$ cat config.mk
export PLATFORM = sky130hd
export DESIGN_NAME = rx_ptr_regs
export DESIGN_NICKNAME = d
export VERILOG_FILES = /design/src/rxptr_pkg.sv /design/src/ptr_bus_if.sv /design/src/wrap_ptr.sv /design/src/rx_ptr_regs.sv
export VERILOG_INCLUDE_DIRS = /design/src
export SDC_FILE = /design/constraint.sdc
export NUM_CORES = 1
export LEC_CHECK = 0
export BUFFER_PORTS_ARGS = -buffer_cell sky130_fd_sc_hd__buf_2
export CAP_MARGIN = 20
export CELL_PAD_IN_SITES_DETAIL_PLACEMENT = 1
export CELL_PAD_IN_SITES_GLOBAL_PLACEMENT = 2
export CORE_ASPECT_RATIO = 1.5
export CORE_UTILIZATION = 30
export CTS_BUF_LIST = sky130_fd_sc_hd__clkbuf_8
export DETAILED_ROUTE_END_ITERATION = 8
export PLACE_DENSITY = 0.85
export SLEW_MARGIN = 20
export SYNTH_ARGS = -nofsm -noshare
export SYNTH_HDL_FRONTEND = slang
export SYNTH_SLANG_ARGS = --single-unit
$ cat constraint.sdc
create_clock -name pclk -period 2.1 [get_ports pclk]
set_input_delay 0.21 -clock pclk [delete_from_list [all_inputs] [get_ports pclk]]
set_output_delay 0.21 -clock pclk [all_outputs]
set_load 0.005 [all_outputs]
$ cat src/rxptr_defs.svh
// register offsets, field positions and widths for the rx pointer / irq clear block
// assumes a 32-bit apb slave whose paddr carries byte addresses within the mac window
`ifndef RXPTR_DEFS_SVH
`define RXPTR_DEFS_SVH
`define OFF_IRQ_CLEAR       16'hC020
`define OFF_RX_FRAME_RD     16'hC024
`define OFF_RX_FRAME_WR     16'hC028
`define OFF_RX_DESC_RD      16'hC02C
`define OFF_RX_DESC_WR      16'hC030
`define OFF_RX_COMMAND      16'hC010
`define OFF_RX_STATUS       16'hC004
`define BIT_CLR_TX          0
`define BIT_CLR_RX          4
`define FRAME_PTR_W         12
`define DESC_PTR_W          6
`define UNREAD_W            6
`define UNREAD_LSB          1
`endif

$ cat src/rxptr_pkg.sv
// types shared by the rx pointer block
// assumes rxptr_defs.svh is available to the files that use numeric constants
package rxptr_pkg;
	typedef enum logic [2:0] {
		ST_IDLE   = 3'b001,
		ST_ACCESS = 3'b010,
		ST_DONE   = 3'b100
	} apb_state_e;
endpackage

$ cat src/ptr_bus_if.sv
// carrier between the top and one of its pointer counters
// assumes both ends share pclk
interface ptr_bus_if #(parameter int W = 12);
	logic         adv;
	logic [W:0]   value;
	modport owner (output adv, input value);
	modport ctr   (input adv, output value);
endinterface

$ cat src/wrap_ptr.sv
// one wrapping pointer with a rollover bit above its address field
// assumes adv is a single-cycle advance request synchronous to pclk
module wrap_ptr #(
	parameter int W = 12
) (
	input  wire logic pclk,
	input  wire logic presetn,
	input  wire logic pce,
	ptr_bus_if.ctr    bus
);
	logic [W:0] ptr_r;
	logic [W:0] ptr_nxt;

	// carry out of the address field lands in the rollover bit, so it toggles on wrap
	assign ptr_nxt = ptr_r + {{W{1'b0}}, 1'b1};
	assign bus.value = ptr_r;

	always_ff @(posedge pclk or negedge presetn) begin
		if (!presetn)
			ptr_r <= '0;
		else if (pce && bus.adv)
			ptr_r <= ptr_nxt;
	end
endmodule

$ cat src/rx_ptr_regs.sv
// apb register slice: interrupt clear and the four receive pointer registers
// assumes the mac's rx engine pulses its advance strobes and raises its irq events synchronous to pclk
//
// Summary of operation
// writing one to bit 0 clears tx interrupt
// writing one to bit 4 clears rx interrupt
// zero in a clear bit leaves interrupt pending
// frame read pointer 11:0, rollover bit 12
// frame write pointer 11:0, rollover bit 12
// descriptor read pointer 5:0, rollover bit 6
// descriptor write pointer 5:0, rollover bit 6
// an rx command write decrements unread count, floored at zero; a new frame in the same cycle cancels it
// equal pointers and rollovers mean empty, equal pointers with differing rollovers mean full
`include "rxptr_defs.svh"
module rx_ptr_regs #(
	parameter int FW = `FRAME_PTR_W,
	parameter int DW = `DESC_PTR_W,
	parameter int UW = `UNREAD_W
) (
	input  wire logic        pclk,
	input  wire logic        presetn,
	input  wire logic        pce,
	input  wire logic        psel,
	input  wire logic        penable,
	input  wire logic        pwrite,
	input  wire logic [15:0] paddr,
	input  wire logic [31:0] pwdata,
	output logic      [31:0] prdata,
	output logic             pready,
	output logic             pslverr,
	input  wire logic        tx_irq_event,
	input  wire logic        rx_irq_event,
	input  wire logic        frame_rd_adv,
	input  wire logic        frame_wr_adv,
	input  wire logic        desc_rd_adv,
	input  wire logic        desc_wr_adv,
	output logic             tx_irq,
	output logic             rx_irq,
	output logic      [UW-1:0] unread_count
);
	rxptr_pkg::apb_state_e state_r;
	rxptr_pkg::apb_state_e state_nxt;
	logic [31:0] prdata_nxt;
	logic [UW-1:0] unread_nxt;

	ptr_bus_if #(.W(FW)) frd_bus ();
	ptr_bus_if #(.W(FW)) fwr_bus ();
	ptr_bus_if #(.W(DW)) drd_bus ();
	ptr_bus_if #(.W(DW)) dwr_bus ();

	assign frd_bus.adv = frame_rd_adv;
	assign fwr_bus.adv = frame_wr_adv;
	assign drd_bus.adv = desc_rd_adv;
	assign dwr_bus.adv = desc_wr_adv;

	wrap_ptr #(.W(FW)) u_frame_rd (.pclk(pclk), .presetn(presetn), .pce(pce), .bus(frd_bus));
	wrap_ptr #(.W(FW)) u_frame_wr (.pclk(pclk), .presetn(presetn), .pce(pce), .bus(fwr_bus));
	wrap_ptr #(.W(DW)) u_desc_rd  (.pclk(pclk), .presetn(presetn), .pce(pce), .bus(drd_bus));
	wrap_ptr #(.W(DW)) u_desc_wr  (.pclk(pclk), .presetn(presetn), .pce(pce), .bus(dwr_bus));

	function automatic logic hit(input logic [15:0] a, input logic [15:0] off);
		hit = (a == off);
	endfunction

	// the transfer completes at the access cycle after setup with no wait state; read data is registered at the setup edge
	wire setup_w  = psel && !penable;
	wire commit_w = (state_r == rxptr_pkg::ST_ACCESS) && psel && penable;
	wire wr_w     = commit_w && pwrite;
	wire sel_clr  = hit(paddr, `OFF_IRQ_CLEAR);
	wire sel_frd  = hit(paddr, `OFF_RX_FRAME_RD);
	wire sel_fwr  = hit(paddr, `OFF_RX_FRAME_WR);
	wire sel_drd  = hit(paddr, `OFF_RX_DESC_RD);
	wire sel_dwr  = hit(paddr, `OFF_RX_DESC_WR);
	wire sel_cmd  = hit(paddr, `OFF_RX_COMMAND);
	wire sel_st   = hit(paddr, `OFF_RX_STATUS);
	wire mapped_w = sel_clr | sel_frd | sel_fwr | sel_drd | sel_dwr | sel_cmd | sel_st;
	// pointers are read-only and clear/command are write-only; wrong direction is an error
	wire legal_w  = pwrite ? (sel_clr | sel_cmd) : (sel_frd | sel_fwr | sel_drd | sel_dwr | sel_st);

	wire clr_tx_w = wr_w && sel_clr && pwdata[`BIT_CLR_TX];
	wire clr_rx_w = wr_w && sel_clr && pwdata[`BIT_CLR_RX];
	wire rx_done_w = wr_w && sel_cmd;
	wire rx_new_w  = frame_wr_adv;

	// an arriving event beats a clear in the same cycle
	wire tx_irq_nxt = tx_irq_event | (tx_irq & ~clr_tx_w);
	wire rx_irq_nxt = rx_irq_event | (rx_irq & ~clr_rx_w);

	always_comb begin
		unread_nxt = unread_count;
		if (rx_new_w && !rx_done_w && unread_count != {UW{1'b1}})
			unread_nxt = unread_count + {{(UW-1){1'b0}}, 1'b1};
		else if (rx_done_w && !rx_new_w && unread_count != '0)
			unread_nxt = unread_count - {{(UW-1){1'b0}}, 1'b1};
	end

	always_comb begin
		prdata_nxt = 32'h0000_0000;
		if (sel_frd)
			prdata_nxt[FW:0] = frd_bus.value;
		else if (sel_fwr)
			prdata_nxt[FW:0] = fwr_bus.value;
		else if (sel_drd)
			prdata_nxt[DW:0] = drd_bus.value;
		else if (sel_dwr)
			prdata_nxt[DW:0] = dwr_bus.value;
		else if (sel_st)
			prdata_nxt[`UNREAD_LSB +: UW] = unread_count;
	end

	always_comb begin
		case (state_r)
			rxptr_pkg::ST_IDLE:   state_nxt = setup_w ? rxptr_pkg::ST_ACCESS : rxptr_pkg::ST_IDLE;
			rxptr_pkg::ST_ACCESS: state_nxt = commit_w ? rxptr_pkg::ST_DONE : rxptr_pkg::ST_ACCESS;
			rxptr_pkg::ST_DONE:   state_nxt = setup_w ? rxptr_pkg::ST_ACCESS : rxptr_pkg::ST_IDLE;
			default:              state_nxt = rxptr_pkg::ST_IDLE;
		endcase
	end

	always_ff @(posedge pclk or negedge presetn) begin
		if (!presetn) begin
			state_r <= rxptr_pkg::ST_IDLE;
			pready  <= 1'b0;
			pslverr <= 1'b0;
			prdata  <= 32'h0000_0000;
		end else if (pce) begin
			state_r <= state_nxt;
			pready  <= setup_w;
			pslverr <= setup_w && !(mapped_w && legal_w);
			prdata  <= (setup_w && !pwrite) ? prdata_nxt : 32'h0000_0000;
		end
	end

	always_ff @(posedge pclk or negedge presetn) begin
		if (!presetn) begin
			tx_irq       <= 1'b0;
			rx_irq       <= 1'b0;
			unread_count <= '0;
		end else if (pce) begin
			tx_irq       <= tx_irq_nxt;
			rx_irq       <= rx_irq_nxt;
			unread_count <= unread_nxt;
		end
	end
endmodule

## Yosys cells after proc, flatten, opt, wreduce, memory -nomap -nowiden

Index checks and enable logic that the tools add are counted.

| word-level totals | value |
|---|---|
| register bits after elaboration | 85 |
| latch bits | 0 |
| bits in writable memories | 0 |
| ROM bits | 0 |
| bits of input ports | 60 |
| output and inout port bits | 42 |
| word-level logic and storage cells | 87 |
| memories | 0 |

| cells by class | value |
|---|---|
| $add $sub $neg | 6 |
| multiply operators | 0 |
| div/mod/pow operators | 0 |
| magnitude comparators | 0 |
| equal/unequal tests | 11 |
| shifts and indexed selects | 0 |
| multiplexer cells | 14 |
| bitwise operators | 17 |
| reduce and logical (&&, ||, !) cells | 28 |

Operator list:

| cell | number |
|---|---|
| 16-bit == test, second input constant | 7 |
| 6-bit two-way mux | 5 |
| 13-bit by 1-bit adder with 13-bit output, second input constant | 2 |
| 13-bit two-way mux | 2 |
| 1-bit logical AND | 19 |
| 7-bit by 1-bit adder with 7-bit output, second input constant | 2 |
| 7-bit two-way mux | 2 |
| 1-bit bitwise OR | 13 |
| 6-bit by 1-bit adder with 6-bit output, second input constant | 1 |
| 6-bit inequality test, second input constant | 1 |
| 3-bit case mux with 2 select lines | 1 |
| 6-bit nonzero test | 1 |
| 6-bit by 1-bit subtractor with 6-bit output, second input constant | 1 |
| 1-bit zero test | 5 |
| 3-bit by 1-bit == test with 1-bit output, second input constant | 1 |
| 3-bit by 2-bit == test with 1-bit output, second input constant | 1 |
| 3-bit == test, second input constant | 1 |
| 3-bit two-way mux | 1 |
| 1-bit AND | 2 |
| 1-bit two-way mux | 2 |
| 2-bit two-way mux | 1 |
| 1-bit inverter | 2 |
| 2-bit AND reduction | 1 |
| 2-bit nonzero test | 1 |
| 2-bit OR reduction | 1 |

## Depth between registers and ports, before layout

Gate-level depths: netlist of the first run.

| logic depth | value |
|---|---|
| depth in word-level cells | 10 |
| gate-level depth with buffers | 9 |
| mapped depth without buffers | 9 |

## By module

A second synthesis of the first run with hierarchy kept.

| unflattened totals | value |
|---|---|
| cells, all modules | 353 |
| area, all modules | 3,718.6 µm² |

By module, submodules not included:

| module | instances | cells an instance | area each (µm²) | sequential area each (µm²) |
|---|---|---|---|---|
| rx_ptr_regs | 1 | 207 | 1,899.3 | 651.9 |
| wrap_ptr at u_frame_rd ... | 2 | 48 | 594.3 | 325.3 |
| wrap_ptr at u_desc_rd ... | 2 | 25 | 315.3 | 175.2 |

## Worst setup path after synthesis of the first run

Ideal clock, no wire load.

| timing | value |
|---|---|
| path type | input -> register |
| from | in paddr[11] |
| to | reg unread_count[5] |
| data arrival time | 2.574 ns |
| required time | 2.021 ns |
| slack | -0.554 ns |
| cell stages on the path | 9 |
| buffers on the path | 0 |
| path through | or4_4 nor4_1 a21o_1 ha_1 o21ai_0 o21a_1 or3_1 o21ai_0 xor2_1 |

| on the way | value |
|---|---|
| longest elaborated chain between the ends | 7 |
| elaborated cells on any way between the ends | 10 |
| those cells by class | 1 x eq/ne; 1 x mux; 8 x reduce/logical |

RTL lines:

| what | RTL line | text |
|---|---|---|
| from (decl) | rx_ptr_regs.sv:26 | `input wire logic [15:0] paddr,` |
| 16-bit == test (*) | rx_ptr_regs.sv:62 | `hit = (a == off);` |
| 1-bit logical AND (*) | rx_ptr_regs.sv:82 | `wire rx_done_w = wr_w && sel_cmd;` |
| 1-bit zero test | rx_ptr_regs.sv:91 | `if (rx_new_w && !rx_done_w && unread_count != {UW{1'b1}})` |
| 1-bit logical AND (2 in a row) | rx_ptr_regs.sv:91 |  |
| 2-bit nonzero test (no source line) | n/a |  |
| 2-bit AND reduction (no source line) | n/a |  |
| to (signal assigned) | rx_ptr_regs.sv:142 | `unread_count <= unread_nxt;` |
| to (decl) | rx_ptr_regs.sv:39 | `output logic [UW-1:0] unread_count` |

Every way passes the cells marked *; elsewhere a longest branch is shown, timed or not.
A chain may end at the register's enable or synchronous reset.

## Final worst setup path of the first run

| timing | value |
|---|---|
| from | in paddr[5] |
| to | reg unread_count[5] |

Same word-level chain as after synthesis.

==> results of run 1 <==
[cells in the final DEF, fill, tap and decap left out, drive strengths merged, types with 2 or more instances in the layout]
master,netlist,layout
a221oi,6,6
mux2,8,8
and2,3,3
nor3b,4,4
nand4,4,4
a21o,3,3
a21oi,11,11
a31oi,2,2
clkbuf,7,11
nor3,8,8
a22oi,6,6
clkinv,1,3
nor2,20,20
xnor2,27,27
o2bb2ai,12,12
xor2,16,16
conb,1,19
nand4bb,2,2
nand3,17,17
a22o,2,2
inv,3,3
and3,12,12
o22ai,2,2
nand2,24,24
ha,8,8
dfrtp,65,65
o21ai,14,14
or4,3,3
buf,21,96
nor2b,3,3
or3,2,2
nor4,5,5
[state kept, by name, indices dropped and copies added (netlist names)]
signal,flops
rx_irq,1
tx_irq,1
u_desc_rd.bus.value,7
unread_count,6
state_r,3
prdata,13
u_frame_wr.bus.value,13
u_frame_rd.bus.value,13
pready,1
u_desc_wr.bus.value,7
pslverr,1
[stage by stage]
stage	utilization (%)	area (um2)	worst slack (ns)	std cells
2_1_floorplan	-	3680	-0.253	354
3_3_place_gp	37.2	4290	-0.452	570
3_5_place_dp	37.2	4290	-0.485	570
4_1_cts	39.5	4550	-0.100	587
5_1_grt	39.8	4580	-0.210	588
6_report	39.8	4580	-0.155	588
[layout make-up]
cell class | instances | area, um2
Fill cell | 1354 | 6950
Multi-Input combinational cell | 256 | 1870
Sequential cell | 66 | 1650
Timing Repair Buffer | 97 | 658
Clock buffer | 11 | 151
Tap cell | 150 | 188
Clock inverter | 4 | 51.3
Inverter | 4 | 15.0
[what timing repair did]
action                                 in CTS  in global routing
setup buffers                               1                  1
setup endpoints to repair                   5                  5
resized for setup                           8                  5
endpoints found under the hold margin      20                  0
pin swaps                                   6                  6
hold buffers                                1                  0
[worst min path at each step]
stage | depth (start not counted) | to | from
after floorplan | 0 | prdata[0]$_DFFE_PN0P_ | presetn
after global placement | 1 | u_desc_rd.bus.value[3]$_DFFE_PN0P_ | presetn
after detailed placement | 1 | u_desc_rd.bus.value[2]$_DFFE_PN0P_ | presetn
after CTS | 2 | rx_irq$_DFFE_PN0P_ | rx_irq_event
after global routing | 2 | tx_irq$_DFFE_PN0P_ | tx_irq_event
final | 2 | tx_irq$_DFFE_PN0P_ | tx_irq_event
[power groups by stage]
stage	clock network, uW	registers (uW)	logic (uW)
floorplan	0	1890	740
global placement	0	1890	1280
detailed placement	0	1910	1350
CTS	1130	1890	1410
global route	1190	1930	1590
finish	1110	1890	1440
[routing by layer]
metal	global-route usage (%)	routed length, um	up-vias
li1	-	-	1366
met1	18.4	3880	1490
met2	33.0	5580	65
met3	3.42	261	9
met4	5.82	126	0
met5	0	0	-
[kinds of logic (layout without fill, tap and decap cells)]
family	Yosys count	in the layout
AOI/OAI and AO/OA	65	65
xor gates and xnor gates	43	43
adders and majority gates	9	9
buffers and inverters	32	116
DFF	66	66
muxes	8	8
other	1	19
and+or+nand+nor	112	112
[worst max-delay path, cell delays in order]
cell and delay, ns:
buf_6 0.09, or4b_4 0.54, nor4_4 0.36, a21o_4 0.25, ha_4 0.22, a211oi_2 0.21
o21a_1 0.19, o2111ai_1 0.17, o21ai_1 0.13, xor2_1 0.16
==> impl_metrics.env, run 1 <==
export IMPL_outcome="finished, violations left"
export IMPL_violations="negative setup slack"
export IMPL_clk_latency_ns=0.36
export IMPL_synth_top_area_share_pct=45.8
export IMPL_wl_per_cell_um=16.7
export IMPL_powerDensity_nw_per_um2=967
export IMPL_netlist_instances=336
export IMPL_clock_power_share_pct=24.9
export IMPL_synth_edf_count=0
export IMPL_ys_top_cells_by_count="dfrtp_1 (65), xnor2_1 (27), nand2_1 (24)"
export IMPL_grt_pass1_wl_mm=16.3
export IMPL_coreArea_um2=11500
export IMPL_power_leakage_uw=0.00210
export IMPL_synth_area_leaders="dfrtp_1 (46%), xnor2_1 (6.7%), buf_4 (4.0%), xor2_1 (3.9%), o2bb2ai_1 (3.0%)"
export IMPL_path_clk_slew_ns=0.07
export IMPL_synthMuxAreaShare_pct=2.53
export IMPL_setup_slack_ns=-0.155
export IMPL_yosysWarnings=0
export IMPL_setup_worst_path_end="unread_count[5]$_DFFE_PN0P_"
export IMPL_reg2reg_from="state_r[0]$_DFFE_PN1P_"
export IMPL_clockRootBuffer="clkbuf_8"
export IMPL_hold_viol_final=0
export IMPL_relSlewSlack_pct=63.0
export IMPL_area_growth_pct=29.0
export IMPL_synth_area_um2=3550
export IMPL_initial_core_util_pct=30.8
export IMPL_clock_skew_ns=0.0160
export IMPL_place_hpwl_mm=7.54
export IMPL_cp_data_required_time_ns=2.37
export IMPL_finalPower_uw=4430
export IMPL_io_pins=102
export IMPL_grt_pass1_vias=3210
export IMPL_die_h_um=135
export IMPL_crit_path_max_fanout=6
export IMPL_portBuffers=52
export IMPL_drive_above_1_share_pct=32.2
export IMPL_antenna_found_initial=0
export IMPL_switching_share_pct=33.8
export IMPL_fp_dieW_um=90.9
export IMPL_synth_main_ff_cell="dfrtp_1"
export IMPL_rrSetupSlack_ns=-0.14
export IMPL_synth_seq_cells=66
export IMPL_overflow=0
export IMPL_switchingPower_uw=1500
export IMPL_cts_buffers=9
export IMPL_via_per_inst=4.98
export IMPL_synthAdderAreaFrac_pct=3.38
export IMPL_synth_compound_area_share_pct=12.8
export IMPL_clock_sinks=66
export IMPL_synth_xor_area_share_pct=10.6
export IMPL_ant_nets=0
export IMPL_tns_ns=-0.272
export IMPL_drv_slew=0
export IMPL_drc=0
export IMPL_peakVddDrop_v=0.000490
export IMPL_synthSimpleGateAreaFrac_pct=18.4
export IMPL_routabilityCongestion=0.913
export IMPL_startpoint="paddr[5]"
export IMPL_period_minus_slack_ns=2.25
export IMPL_cp_start_kind="primary input"
export IMPL_syn_area_per_cell_um2=10.6
export IMPL_critPathKind="primary input to flip-flop"
export IMPL_synth_top_family_by_area="simple AND/OR/NAND/NOR gates"
export IMPL_critical_path_arrival_ns=2.53
export IMPL_timing_fmax_mhz=444
export IMPL_cts_tree="built"
export IMPL_p_int_uw=2940
export IMPL_vias=2930
export IMPL_wirelength_mm=9.84
export IMPL_hold_path_class="primary input to flip-flop"
export IMPL_die_area_um2=12300
export IMPL_cap_viol_max_count=0
export IMPL_worstMarginPinSlew_ns=0.556
export IMPL_cts_max_path_buffers=2
export IMPL_synth_cell_types=51
export IMPL_grt_util_all_layers_pct=17.1
export IMPL_synth_most_common_cell="dfrtp_1"
export IMPL_hold_ws_ns=0.0925
export IMPL_final_period_utilization_pct=107
export IMPL_yosys_area_top_type="dfrtp_1"
export IMPL_reg2regPathDepth=9
export IMPL_seq_area_frac_synth_pct=46.5
export IMPL_r2r_end="unread_count[5]$_DFFE_PN0P_"
export IMPL_combPwrFrac_pct=32.6
export IMPL_num_rows=48
export IMPL_grt_max_degree=47
export IMPL_rsz0062_at_grt="true"
export IMPL_first_pass_iters=4
export IMPL_h_tree_depth=3
export IMPL_final_setup_viol_count=3
export IMPL_async_flop_share_pct=100
export IMPL_n_antenna_cell=0
export IMPL_pwr_share_seq_pct=42.5
export IMPL_final_nets=503
export IMPL_drt_iter0_drc=55
export IMPL_cp_end_kind="flip-flop"
(Power assumes the default switching activity.)
==> run 2: changes to the inputs <==
- RECOVER_POWER: not set -> 100
==> run 2 against run 1 <==
Against the previous run:
- the flow still finishes with violations (negative setup slack)
- combinational power down 3%
- critical path depth unchanged
- final cell count unchanged
- count of clock-buffer cells in the layout unchanged
- critical path type unchanged
==> impl_metrics.env, run 2 (same netlist as run 1, synthesis figures left out) <==
export IMPL_vias=2936
export IMPL_routabilityCongestion=0.913
export IMPL_final_period_utilization_pct=107
export IMPL_worstPathBufferInverterCount=1
export IMPL_fp_dieW_um=90.9
export IMPL_mostFrequentLayoutCells="dfrtp_1 (65), buf_2 (37), buf_4 (30)"
export IMPL_finalPower_uw=4390
export IMPL_drt_iter0_drc=54
export IMPL_clk_latency_ns=0.36
export IMPL_setup_slack_ns=-0.143
export IMPL_powerDensity_nw_per_um2=973
export IMPL_drive_above_1_share_pct=27.2
export IMPL_violations="negative setup slack"
export IMPL_hold_path_class="primary input to flip-flop"
export IMPL_grt_max_degree=47
export IMPL_n_antenna_cell=0
export IMPL_placed_area_um2=4290
export IMPL_cp_cell_sequence="buf_6 -> or4b_4 -> nor4_4 -> a21o_4 -> ha_4 -> a211oi_2 -> o21a_1 -> o2111ai_1 -> o21ai_1 -> xor2_1"
export IMPL_worstHoldPathCells=2
export IMPL_antenna_found_initial=0
export IMPL_num_rows=48
export IMPL_grt_pass1_wl_mm=16.3
export IMPL_critPathKind="primary input to flip-flop"
export IMPL_cts_buffers=9
export IMPL_via_per_inst=4.99
export IMPL_finalInstanceArea_um2=4510
export IMPL_critPathMaxStageDelay_ns=0.54
export IMPL_die_h_um=135
export IMPL_clockRootBuffer="clkbuf_8"
export IMPL_clock_skew_ns=0.0155
export IMPL_relSlewSlack_pct=15.0
export IMPL_io_pins=102
export IMPL_cp_slowest_cell="or4b_4"
export IMPL_first_pass_iters=4
export IMPL_dp_slack_ns=-0.485
export IMPL_crit_path_max_fanout=6
export IMPL_drc=0
export IMPL_portBuffers=52
export IMPL_grt_util_all_layers_pct=17.1
export IMPL_cp_data_required_time_ns=2.38
export IMPL_period_minus_slack_ns=2.24
export IMPL_final_setup_viol_count=9
export IMPL_grt_pass1_vias=3210
export IMPL_critical_path_arrival_ns=2.52
export IMPL_reg2regPathDepth=9
export IMPL_power_leakage_uw=0.00201
export IMPL_cts_max_path_buffers=2
export IMPL_area_growth_pct=26.8
export IMPL_worstMarginPinSlew_ns=1.28
export IMPL_rsz0062_at_grt="true"
export IMPL_cpLargestDelayFamily="compound AO/OA/AOI/OAI gates"
export IMPL_cts_tree="built"
export IMPL_place_hpwl_mm=7.54
export IMPL_coreArea_um2=11500
export IMPL_peakVddDrop_v=0.000451
export IMPL_wirelength_mm=9.83
export IMPL_final_nets=503
export IMPL_critical_path_depth=10
export IMPL_ant_nets=0
export IMPL_clock_sinks=66
export IMPL_final_common_cell="dfrtp_1"
export IMPL_wl_per_cell_um=16.7
export IMPL_path_clk_slew_ns=0.07
export IMPL_cp_start_kind="primary input"
export IMPL_outcome="finished, violations left"
export IMPL_die_area_um2=12300
export IMPL_overflow=0
export IMPL_h_tree_depth=3
export IMPL_cap_viol_max_count=0
export IMPL_initial_core_util_pct=30.8
export IMPL_cp_end_kind="flip-flop"
export IMPL_timing_fmax_mhz=446
export IMPL_drv_slew=0
export IMPL_hold_viol_final=0
run 2: cell count changes in the layout (fill, tap and decap cells not counted), sizes merged:
cell    change
clkbuf     +22
buf        -22
run 2: repair_timing:
action,CTS,global route
endpoints found under the setup margin,5,5
hold buffers,1,0
resized for setup,8,5
endpoints found under the hold margin,20,0
cloned,0,0
buffers inserted,1,1
pin swaps,6,6
run 2: where the power goes:
part | switching, uW | leakage (uW) | internal [uW]
sequential | 317 | 0.000852 | 1570
clock | 502 | 0.000101 | 606
combinational | 676 | 0.00105 | 719
run 2: cell type report:
cell class | count | area (um2)
inverters | 4 | 15.0
well taps | 150 | 188
flip-flops and latches | 66 | 1650
fillers | 1370 | 7020
clock inverters | 4 | 51.3
clock buffers | 11 | 151
repair buffers | 97 | 586
multi-input cells | 256 | 1860
run 2: final timing paths:
kind | start | to | slack (ns)
max | paddr[5] | unread_count[5]$_DFFE_PN0P_ | -0.14
min | rx_irq_event | rx_irq$_DFFE_PN0P_ | 0.09
max reg2reg | state_r[0]$_DFFE_PN1P_ | unread_count[5]$_DFFE_PN0P_ | -0.13
min reg2reg | u_frame_rd.bus.value[12]$_DFFE_PN0P_ | u_frame_rd.bus.value[12]$_DFFE_PN0P_ | 0.47
max in group asynchronous | presetn | state_r[0]$_DFFE_PN1P_ | 0.38
min in group asynchronous | presetn | u_desc_rd.bus.value[2]$_DFFE_PN0P_ | 0.68
run 2: routing by layer:
| metal | vias up | track usage (%) | share of wire [%] |
|---|---|---|---|
| li1 | 1366 | - | - |
| met2 | 68 | 33.0 | 56 |
| met1 | 1492 | 18.4 | 39 |
| met3 | 10 | 3.42 | 3.0 |
| met4 | 0 | 5.82 | 1.3 |
| met5 | - | 0 | 0 |
run 2: stage by stage:
step / utilization (%) / hold slack, ns / instances / TNS, ns
floorplan: - / -0.0856 / 354 / -0.605
global placement: 37.2 / 0.213 / 570 / -4.61
detailed placement: 37.2 / 0.218 / 570 / -5.12
CTS: 39.5 / 0.0746 / 587 / -0.199
global route: 39.1 / 0.0798 / 588 / -1.22
finish: 39.1 / 0.0908 / 588 / -0.559
